<file path="src/hw/ulms_map.svh">
// Purpose: Offsets, field positions and reset values of the status block
// Assumes: 3-bit register address, 8-bit data
// Notes:   Included by the status core and the testbench
`ifndef ULMS_MAP_SVH
`define ULMS_MAP_SVH
`define ULMS_LINE_STATUS_ADDR     3'h5
`define ULMS_MODEM_STATUS_ADDR    3'h6
`define ULMS_EXTRA_FEATURE_ADDR   3'h7
`define ULMS_XFR_RESET            8'h00
`define ULMS_XFR_HALF_DUPLEX      0
`define ULMS_XFR_IR_INVERT        1
`define ULMS_XFR_AUTO_485         2
`define ULMS_XFR_ERR_EARLY        3
`define ULMS_XFR_XON_ANY          4
`define ULMS_XFR_485_INVERT       5
`define ULMS_XFR_USED_MASK        8'h3F
`define ULMS_MCR_DTR              0
`define ULMS_MCR_RTS              1
`define ULMS_MCR_OUT1             2
`define ULMS_MCR_OUT2             3
`define ULMS_MCR_LOOP             4
`define ULMS_MCR_IR_EN            6
`define ULMS_MCR_PRESCALE         7
`define ULMS_PRESCALE_LAST        2'h3
`define ULMS_ERRCNT_ONE           6'h01
`endif

</file>
<file path="src/hw/ulms_pkg.sv">
// Purpose: Types shared by the line and modem status block
// Assumes: Pin levels are the raw active-low modem pins
// Notes:   Offsets live in ulms_map.svh
package ulms_pkg;
   typedef struct packed {
      logic done;
      logic perr;
      logic ferr;
      logic brk;
   } ulms_rx_evt_s;

   typedef struct packed {
      logic cts_n;
      logic dsr_n;
      logic ri_n;
      logic cd_n;
   } ulms_pins_s;

   typedef struct packed {
      logic [1:0] pre_cnt;
      logic       tick;
      logic       ovr;
      logic       brk;
      logic       pend;
      logic [5:0] errcnt;
      logic       brk_run;
      logic       head_err;
      logic [7:0] extra_feature_control;
      logic [3:0] mst;
      logic [3:0] delta;
      logic [7:0] rdata;
      logic       lsr_irq;
      logic       msr_irq;
      logic       rts_n;
      logic       rx_line;
      logic       halt;
      logic       push;
      logic       xon;
   } ulms_state_s;
endpackage : ulms_pkg

</file>
<file path="src/hw/ulms_core.sv">
// Purpose: Line status, modem status and extra feature control of a UART
// Assumes: All inputs synchronous to clock_i; FIFOs and shifters live outside
// Notes:   Register reads answer one cycle after the read strobe
// Behaviour
// Prescale bit 0 passes clock to baud generator; 1 divides by four.
// Data-ready reads 1 while any received character is held.
// Char arriving on full FIFO sets overrun, is dropped, interrupts at once.
// Parity flag follows the character at the read position.
// Framing flag follows the character at the read position.
// Line low a whole frame flags break; only one break char enters FIFO.
// Line status read clears break even if the line stays low.
// Early-error bit picks error interrupt on receipt or at read position; when set, code also interrupts as an error reaches the read position.
// Holding-empty flag equals transmit FIFO empty.
// Transmitter-empty needs both FIFO and shift register empty.
// FIFO error summary set while any stored char has an error.
// Infrared half-duplex mutes the receiver while transmitting.
// Infrared polarity bit picks idle-low or idle-high input.
// Auto RS-485 drives the request-to-send pin as direction control.
// RS-485 direction high when sending unless the invert bit is set.
// Xon-any restarts transmission on any received character.
// Four delta bits set on modem input change; enable gates interrupt.
// Ring delta only when ring pin goes low to high.
// Auto clear-to-send halts transmitter while the pin is high.
// Clear-to-send state is inverted pin, or request bit in loopback.
// Loopback maps ring, carrier, data-set-ready to control bits.
// Extra feature bits writable only with enhanced enable set.
// Modem status read clears the four delta bits.
//
// Our own choices: the address-and-strobe port and the register addresses.
`timescale 1ns/100ps
`include "ulms_map.svh"

module ulms_core
   import ulms_pkg::*;
(
   input  wire logic         clock_i,         // 20 MHz clock
   input  wire logic         reset_i,         // Sync reset, high
   input  wire logic [2:0]   addr_i,          // Register address
   input  wire logic [7:0]   wdata_i,         // Write data
   input  wire logic         wr_i,            // Write strobe
   input  wire logic         rd_i,            // Read strobe
   output logic      [7:0]   rdata_o,         // Read data, next cycle
   input  wire logic [7:0]   modem_control_i, // Modem control register
   input  wire logic         enh_enable_i,    // Enhanced function enable
   input  wire logic         ier_line_i,      // Line status irq enable
   input  wire logic         ier_modem_i,     // Modem status irq enable
   input  wire logic         sw_flow_i,       // Software flow control on
   input  wire logic         auto_cts_i,      // Auto CTS enable
   input  wire ulms_rx_evt_s rx_evt_i,        // Character complete
   input  wire logic         rx_full_i,       // Receive FIFO full
   input  wire logic         rx_empty_i,      // Receive FIFO empty
   input  wire ulms_rx_evt_s rx_head_i,       // Flags of head char
   input  wire logic         rx_pop_i,        // Host reads head char
   input  wire logic         tx_empty_i,      // Transmit FIFO empty
   input  wire logic         tx_shift_empty_i,// Transmit shifter empty
   input  wire logic         tx_busy_i,       // Transmitting
   input  wire ulms_pins_s   pins_i,          // Modem pins, active low
   input  wire logic         serial_rx_i,     // Normal serial input
   input  wire logic         irda_rx_i,       // Infrared input
   output logic              baud_tick_o,     // Baud generator enable
   output logic              rx_push_o,       // Write char to FIFO
   output logic              rx_line_o,       // Conditioned receive line
   output logic              rts_n_o,         // Request-to-send pin
   output logic              tx_halt_o,       // Hold transmitter
   output logic              xon_resume_o,    // Resume transmission
   output logic              lsr_irq_o,       // Line status interrupt
   output logic              msr_irq_o        // Modem status interrupt
);

   ulms_state_s s_q;
   ulms_state_s s_d;

   function automatic logic has_err(input ulms_rx_evt_s e);
      has_err = e.perr | e.ferr | e.brk;
   endfunction : has_err

   logic       lsr_rd;
   logic       msr_rd;
   logic       loop;
   logic [3:0] mnow;
   logic [7:0] lsr_val;
   logic       drop;
   logic       accept;
   logic       head_err;
   logic       ir_in;

   always_comb begin
      lsr_rd = rd_i && (addr_i == `ULMS_LINE_STATUS_ADDR);
      msr_rd = rd_i && (addr_i == `ULMS_MODEM_STATUS_ADDR);
      loop   = modem_control_i[`ULMS_MCR_LOOP];
      // State order: cts, dsr, ri, cd
      if (loop) begin
         mnow = {modem_control_i[`ULMS_MCR_RTS],
                 modem_control_i[`ULMS_MCR_DTR],
                 modem_control_i[`ULMS_MCR_OUT1],
                 modem_control_i[`ULMS_MCR_OUT2]};
      end else begin
         mnow = ~{pins_i.cts_n, pins_i.dsr_n, pins_i.ri_n, pins_i.cd_n};
      end
      drop     = rx_evt_i.done && rx_full_i;
      // A break held over several frames yields one FIFO entry only
      accept   = rx_evt_i.done && !rx_full_i
                 && !(rx_evt_i.brk && s_q.brk_run);
      head_err = !rx_empty_i && has_err(rx_head_i);
      lsr_val  = {(s_q.errcnt != 6'h00),
                  tx_empty_i && tx_shift_empty_i,
                  tx_empty_i,
                  s_q.brk,
                  head_err && rx_head_i.ferr,
                  head_err && rx_head_i.perr,
                  s_q.ovr,
                  !rx_empty_i};
      // Decoded line idles high like a wired serial input, whatever the sense
      ir_in    = ~(irda_rx_i ^ s_q.extra_feature_control[`ULMS_XFR_IR_INVERT]);
   end

   always_comb begin
      s_d = s_q;

      // Prescaler
      if (modem_control_i[`ULMS_MCR_PRESCALE]) begin
         s_d.pre_cnt = s_q.pre_cnt + 2'h1;
         s_d.tick    = (s_q.pre_cnt == `ULMS_PRESCALE_LAST);
      end else begin
         s_d.pre_cnt = 2'h0;
         s_d.tick    = 1'b1;
      end

      // Sticky overrun and break; a set in the clearing cycle wins
      if (lsr_rd) begin
         s_d.ovr  = 1'b0;
         s_d.brk  = 1'b0;
         s_d.pend = 1'b0;
      end
      if (drop) begin
         s_d.ovr = 1'b1;
      end
      if (accept && rx_evt_i.brk) begin
         s_d.brk = 1'b1;
      end

      // Break run ends once the line is seen idle again
      if (rx_evt_i.done) begin
         s_d.brk_run = rx_evt_i.brk;
      end else if (s_q.rx_line) begin
         s_d.brk_run = 1'b0;
      end

      // Count of stored characters carrying an error
      case ({accept && has_err(rx_evt_i), rx_pop_i && head_err})
         2'b10:   s_d.errcnt = s_q.errcnt + `ULMS_ERRCNT_ONE;
         2'b01:   s_d.errcnt = s_q.errcnt - `ULMS_ERRCNT_ONE;
         default: s_d.errcnt = s_q.errcnt;
      endcase

      // Error interrupt timing
      s_d.head_err = head_err;
      if (s_q.extra_feature_control[`ULMS_XFR_ERR_EARLY] && rx_evt_i.done
          && has_err(rx_evt_i)) begin
         s_d.pend = 1'b1;
      end
      if (head_err && !s_q.head_err) begin
         s_d.pend = 1'b1;
      end
      // In compatible mode the error at the read position holds the request
      s_d.lsr_irq = ier_line_i && (s_d.ovr || s_d.pend ||
                    (!s_q.extra_feature_control[`ULMS_XFR_ERR_EARLY] && head_err));

      // Extra feature register, frozen when enhanced functions are off
      if (wr_i && (addr_i == `ULMS_EXTRA_FEATURE_ADDR) && enh_enable_i) begin
         s_d.extra_feature_control = wdata_i & `ULMS_XFR_USED_MASK;
      end

      // Modem status deltas
      s_d.mst = mnow;
      if (msr_rd) begin
         s_d.delta = 4'h0;
      end
      s_d.delta[3] = s_d.delta[3] | (mnow[3] ^ s_q.mst[3]);
      s_d.delta[2] = s_d.delta[2] | (mnow[2] ^ s_q.mst[2]);
      s_d.delta[1] = s_d.delta[1] | (s_q.mst[1] & ~mnow[1]);
      s_d.delta[0] = s_d.delta[0] | (mnow[0] ^ s_q.mst[0]);
      s_d.msr_irq  = ier_modem_i && (s_d.delta != 4'h0);

      // Read data
      if (lsr_rd) begin
         s_d.rdata = lsr_val;
      end else if (msr_rd) begin
         s_d.rdata = {s_q.mst[0], s_q.mst[1], s_q.mst[2], s_q.mst[3],
                      s_q.delta[0], s_q.delta[1], s_q.delta[2], s_q.delta[3]};
      end else begin
         // Write-only extra feature register and unmapped addresses read 0
         s_d.rdata = 8'h00;
      end

      // Direction control takes over the request-to-send pin
      if (s_q.extra_feature_control[`ULMS_XFR_AUTO_485]) begin
         s_d.rts_n = tx_busy_i ^ s_q.extra_feature_control[`ULMS_XFR_485_INVERT];
      end else begin
         s_d.rts_n = ~modem_control_i[`ULMS_MCR_RTS];
      end

      // Receive line conditioning
      if (modem_control_i[`ULMS_MCR_IR_EN]) begin
         if (s_q.extra_feature_control[`ULMS_XFR_HALF_DUPLEX] && tx_busy_i) begin
            // A muted receiver must see mark, else it would report a break
            s_d.rx_line = 1'b1;
         end else begin
            s_d.rx_line = ir_in;
         end
      end else begin
         s_d.rx_line = serial_rx_i;
      end

      // Transmitter finishes its current character before obeying this
      s_d.halt = auto_cts_i && pins_i.cts_n;
      s_d.push = accept;
      s_d.xon  = sw_flow_i && s_q.extra_feature_control[`ULMS_XFR_XON_ANY]
                 && rx_evt_i.done;
   end

   always_ff @(posedge clock_i) begin
      if (reset_i) begin
         s_q         <= '0;
         s_q.extra_feature_control     <= `ULMS_XFR_RESET;
         s_q.rts_n   <= 1'b1;
         s_q.rx_line <= 1'b1;
      end else begin
         s_q <= s_d;
      end
   end

   assign rdata_o      = s_q.rdata;
   assign baud_tick_o  = s_q.tick;
   assign rx_push_o    = s_q.push;
   assign rx_line_o    = s_q.rx_line;
   assign rts_n_o      = s_q.rts_n;
   assign tx_halt_o    = s_q.halt;
   assign xon_resume_o = s_q.xon;
   assign lsr_irq_o    = s_q.lsr_irq;
   assign msr_irq_o    = s_q.msr_irq;
endmodule : ulms_core

</file>
<file path="config.mk">
export PLATFORM = sky130hd
export DESIGN_NAME = ulms_core
export DESIGN_NICKNAME = d
export VERILOG_FILES = /design/src/hw/ulms_pkg.sv /design/src/hw/ulms_core.sv
export VERILOG_INCLUDE_DIRS = /design/src /design/src/hw
export SDC_FILE = /design/constraint.sdc
export NUM_CORES = 1
export LEC_CHECK = 0
export ABC_AREA = 0
export BUFFER_PORTS_ARGS = -buffer_cell sky130_fd_sc_hd__buf_2
export CAP_MARGIN = 10
export CORE_MARGIN = 2
export CORE_UTILIZATION = 45
export DETAILED_ROUTE_END_ITERATION = 8
export PLACE_DENSITY = 0.84
export SLEW_MARGIN = 20
export SYNTH_ARGS = -nofsm -noshare
export SYNTH_HDL_FRONTEND = slang
export SYNTH_SLANG_ARGS = --single-unit
</file>
<file path="constraint.sdc">
create_clock -name clock_i -period 2.9 [get_ports clock_i]
set_clock_uncertainty 0.15 [all_clocks]
set_input_delay 0.435 -clock clock_i [delete_from_list [all_inputs] [get_ports clock_i]]
set_output_delay 0.435 -clock clock_i [all_outputs]
set_load 0.03 [all_outputs]
</file>
# Yosys cells after proc, flatten, opt, wreduce, memory -nomap -nowiden
# Cells that the tools add are included.
# Widths: inputs -> output; s select.
dict set report op_classes {
  addsub 3
  n_eq_ne 6
  muxes 16
  bitwise_logic 19
  reduce_logical 38
}
# operator n
set ops {}
lappend ops {{$logic_and 1x1->1} 25}
lappend ops {{$mux 8} 2}
lappend ops {{$pmux 6 s2} 1}
lappend ops {{$mux 1} 10}
lappend ops {{$eq 3x3->1 const B} 3}
lappend ops {{$mux 4} 2}
lappend ops {{$or 1x1->1} 8}
lappend ops {{$add 6x1->6 const B} 1}
lappend ops {{$reduce_bool 2->1} 3}
lappend ops {{$reduce_bool 6->1} 1}
lappend ops {{$sub 6x1->6 const B} 1}
lappend ops {{$logic_not 1->1} 5}
lappend ops {{$xor 1x1->1} 5}
lappend ops {{$eq 2x2->1 const B} 2}
lappend ops {{$not 1->1} 4}
lappend ops {{$not 4->4} 1}
lappend ops {{$reduce_bool 4->1} 1}
lappend ops {{$mux 3} 1}
lappend ops {{$add 2x1->2 const B} 1}
lappend ops {{$eq 2x1->1 const B} 1}
lappend ops {{$logic_or 1x1->1} 2}
lappend ops {{$reduce_or 2->1} 1}
lappend ops {{$and 1x1->1} 1}
dict set report word_totals {
  regBits 43
  input_bits 48
  output_inout_bits 16
  wordCells 101
}

# Depth between registers and ports, before layout
dict set report depth {
  word_depth 8
  depth_mapped 11
  depth_no_buf 10
}

# Worst setup path after synthesis
# No wires, ideal clock.
dict set report synth_timing {
  path_type {input-to-reg}
  start {input rx_head_i[1] (netlist bit)}
  end {register s_q[37] (netlist bit)}
  setup_time_ns 0.127
  arrival_time_ns 2.310
  required_ns 2.623
  setup_slack_ns 0.313
  cell_stages 10
  path_buffers 1
  cell_sequence {nor3_1 > nor3b_1 > ha_1 > buf_2 > xor2_1 > ha_1 > a21o_1 > a22oi_1 > nor3_1 > or3_1}
}
dict set report synth_between {
  elab_chain_len 6
  elab_cells_between_ends 8
  classes_between {eq/ne (2); mux (1); bitwise (2); reduce/logical (3)}
}
# element line
set synth_rtl {}
lappend synth_rtl {{start, declared} ulms_core.sv:52} ;# input wire ulms_rx_evt_s rx_head_i,
lappend synth_rtl {{$or 1x1->1 * (2 in a row)} ulms_core.sv:74} ;# has_err = e.perr | e.ferr | e.brk;
lappend synth_rtl {{$logic_and 1x1->1 *} ulms_core.sv:104} ;# head_err = !rx_empty_i && has_err(rx_head_i);
lappend synth_rtl {{$logic_and 1x1->1 *} ulms_core.sv:150} ;# case ({accept && has_err(rx_evt_i), rx_pop_i && head_err})
lappend synth_rtl {{$eq 2x1->1 or $eq 2x2->1 (tied branches)} ulms_core.sv:150}
lappend synth_rtl {{$pmux 6 s2 or $reduce_bool 2->1 (tied branches)} n/a}
lappend synth_rtl {{end, declared} ulms_core.sv:70} ;# ulms_state_s s_q;
# Mark *: on every way between the ends. The rest lies on a longest branch, timed or not.
# A chain may end at the register's enable or synchronous reset.

# Final worst setup path
# Ends and elaborated chain as after synthesis.

==> flow_metrics.tcl <==
set metrics [dict create \
    slowest_stage "nor3_1" \
    clock_sinks 43 \
    synth_edf_count 0 \
    syn_inst 212 \
    synth_top_area_cell "dfxtp_1" \
    comb_power_share_pct 15.7 \
    ys_types 44 \
    drive_gt1_share_pct 27.2 \
    cp-start-kind "input pin" \
    worstPathRequired_ns 2.93 \
    synthAdderAreaFrac_pct 2.60 \
    final_max_slew_viol_count 0 \
    ctsRootBufferMaster "clkbuf_8" \
    max_cap_violations 0 \
    finalSetupTns_ns 0 \
    synth_compound_area_share_pct 14.2 \
    place_inst 307 \
    io_pins 64 \
    drc 0 \
    worstSkewPairLatency_ns 0.30 \
    antenna_found_initial 0 \
    reg2reg_from "s_q[32]" \
    cts_max_level 2 \
    synthesis.area_um2 1930 \
    fin_crit_sh_pct 87.2 \
    cts_tree "done" \
    syn-num-nets 264 \
    synthXorXnorAreaFrac_pct 3.18 \
    num_antenna_cells 0 \
    die_x_um 69.4 \
    holdPathStages 2 \
    routed_via_density 5.24 \
    period_minus_slack_ns 2.53 \
    r2r_slack_ns 0.57 \
    detail_route.iter0.violations 30 \
    grt_pass1_wl_um 6820 \
    yosysWarningCount 0 \
    io_buffers 59 \
    post_cts_hold_buffer_count 0 \
    avgSynthCellArea_um2 9.09 \
    grt_max_degree 39 \
    tightest_slew_ns 0.430 \
    endpoint_kind "flip-flop" \
    rows 23 \
    place_ws_ns 0.0837 \
    die_y_um 69.4 \
    synth-seq-area-share_pct 44.7 \
    grt_use_total_pct 17.4 \
    critPathArrivalTime_ns 2.56 \
    min_to "baud_tick_o" \
    drt-pass1-iter-count 4 \
    worstRegToRegCells 9 \
    switching_power_uw 334 \
    start_util_pct 47.5 \
    relSlewSlack_pct 71.1 \
    swShare_pct 27.5 \
    synth_top_area_share_pct 44.7 \
    powerDensity_nw_per_um2 531 \
    grt_pass1_vias 1606 \
    vias 1651 \
    final_antenna_net_count 0 \
    dpl.hpwl_um 3060 \
    synth_async_sr_flop_share_pct 0 \
    hold_start "modem_control_i[7]" \
    yosys-top-cells-count "dfxtp_1 (43), nor2_1 (29), a21oi_1 (15)" \
    fin_cells 315 \
    syn2layout_area_growth_pct 18.8 \
    r2r_end "s_q[37]" \
    fin_nets 316 \
    status "completed" \
    cts_setup_buffers 0 \
    synthMuxAreaShare_pct 5.91 \
    crit_type "input pin to flip-flop" \
    grt_overflow_total 0 \
    finalHoldViolations 0 \
    setup_viol 0 \
    crit_chain "buf_2, nor3_1, nor3b_1, ha_1, xor2_1, ha_1, a21o_1, a22oi_1, nor3_1, or3_1" \
    p_leak_nw 1.08 \
    cts_resized 0 \
    wirelength_um 4010 \
    gp_congestion 0.821 \
    synthSimpleGateAreaFrac_pct 22.7 \
    synth_top_family_by_area "simple AND/OR/NAND/NOR gates" \
    die_area_um2 4820 \
    synth.most_common_cell "dfxtp_1" \
    ys_ff_latch 43 \
    synth_area_leaders "dfxtp_1 (45%), nor2_1 (5.6%), mux2i_1 (4.2%), a21oi_1 (3.9%), a22oi_1 (3.1%)" \
    post_drt_wl_per_cell_um 12.7 \
    fin_util_pct 56.4 \
    max_freq_ghz 0.395 \
    holdCritPathClass "input pin to flip-flop" \
    rsz0062_at_grt "no" \
    critPathMaxFanout 4 \
    cpPeakStageDelay_ns 0.39 \
    clk_path_buf_depth 2 \
    power_mw 1.22 \
    clk_pin_slew_ns 0.08 \
    pwr-share-clk_pct 30.4 \
    intPower_uw 882 \
    ys.flop_type "dfxtp_1" \
    core_um2 4060 \
    ir_drop_v 0.000402 \
    worst_slack_ns 0.371 \
    numCtsBuffers 5 \
    pwr-share-seq_pct 53.9 \
]
## power by group through the flow
stage	Clock, mW	Sequential [mW]	Combinational [mW]
6_report	0.370	0.655	0.191
5_1_grt	0.399	0.660	0.213
4_1_cts	0.375	0.655	0.192
3_5_place_dp	0	0.668	0.191
3_3_place_gp	0	0.667	0.186
2_1_floorplan	0	0.669	0.125
## layout make-up
| class | instances | area (um^2) |
|---|---|---|
| multi-input combinational | 145 | 936 |
| inverter | 7 | 26.3 |
| clock buffer | 6 | 72.6 |
| fill | 379 | 1770 |
| sequential | 43 | 861 |
| timing repair buffer | 62 | 318 |
| tap | 50 | 62.6 |
| clock inverter | 2 | 12.5 |
## metrics by stage
step / area [um^2] / hold slack, ns
global placement: 2200 / 0.268
floorplan: 1930 / 0.255
global route: 2290 / 0.197
finish: 2290 / 0.180
CTS: 2290 / 0.176
detailed placement: 2200 / 0.275
## state kept, by name, summed over array words and instances, names as in the netlist
name,flops
rx_line_o,1
rdata_o,8
tx_halt_o,1
baud_tick_o,1
s_q,25
rx_push_o,1
lsr_val,2
xon_resume_o,1
lsr_irq_o,1
msr_irq_o,1
rts_n_o,1
## layer usage
metal  share of wire [%]  GRT usage (%)  vias to the layer above
met5                   0              0                        -
met4                 2.1           6.97                        0
met3                 7.2           5.67                        8
met2                  48           29.3                       53
met1                  42           20.3                      749
li1                    -              -                      841
## worst max-delay path, delay by kind of cell
kind	cells	cell delay [ns]
XOR/XNOR	1	0.15
AND/OR/NAND/NOR	4	0.95
AO/OA/AOI/OAI	2	0.42
buffers and inverters	1	0.11
adder cells (fa/ha/maj)	2	0.49
## cell usage in the layout (no fill, tap or decap), types with 4 or more instances in the layout
cell / n
a21oi_1: 15
a22oi_1: 8
buf_2: 59
clkbuf_8: 5
dfxtp_1: 43
ha_1: 4
inv_1: 7
mux2i_1: 8
nand2_1: 9
nor2_1: 29
nor2b_1: 7
nor3_1: 9
nor3b_1: 5
o21ai_0: 5
or3_1: 4
xor2_1: 4
## worst max-delay path by stage
stage,slack [ns],cells after the start,endpoint,startpoint
finish,0.37,10,s_q[37],rx_head_i[1]
detailed placement,0.08,10,s_q[37],rx_head_i[1]
global route,0.28,10,s_q[37],rx_head_i[1]
floorplan,0.31,10,s_q[37],rx_head_i[1]
global placement,0.16,10,s_q[37],rx_head_i[1]
CTS,0.40,10,s_q[37],rx_head_i[1]
## cells by family after synthesis
| kind of cell | after synthesis |
|---|---|
| and+or+nand+nor | 82 |
| buffers and inverters | 24 |
| DFF | 43 |
| xor gates and xnor gates | 7 |
| muxes | 11 |
| adders and majority gates | 4 |
| AOI/OAI and AO/OA | 41 |
No activity file was read; power rests on OpenSTA's default activity.
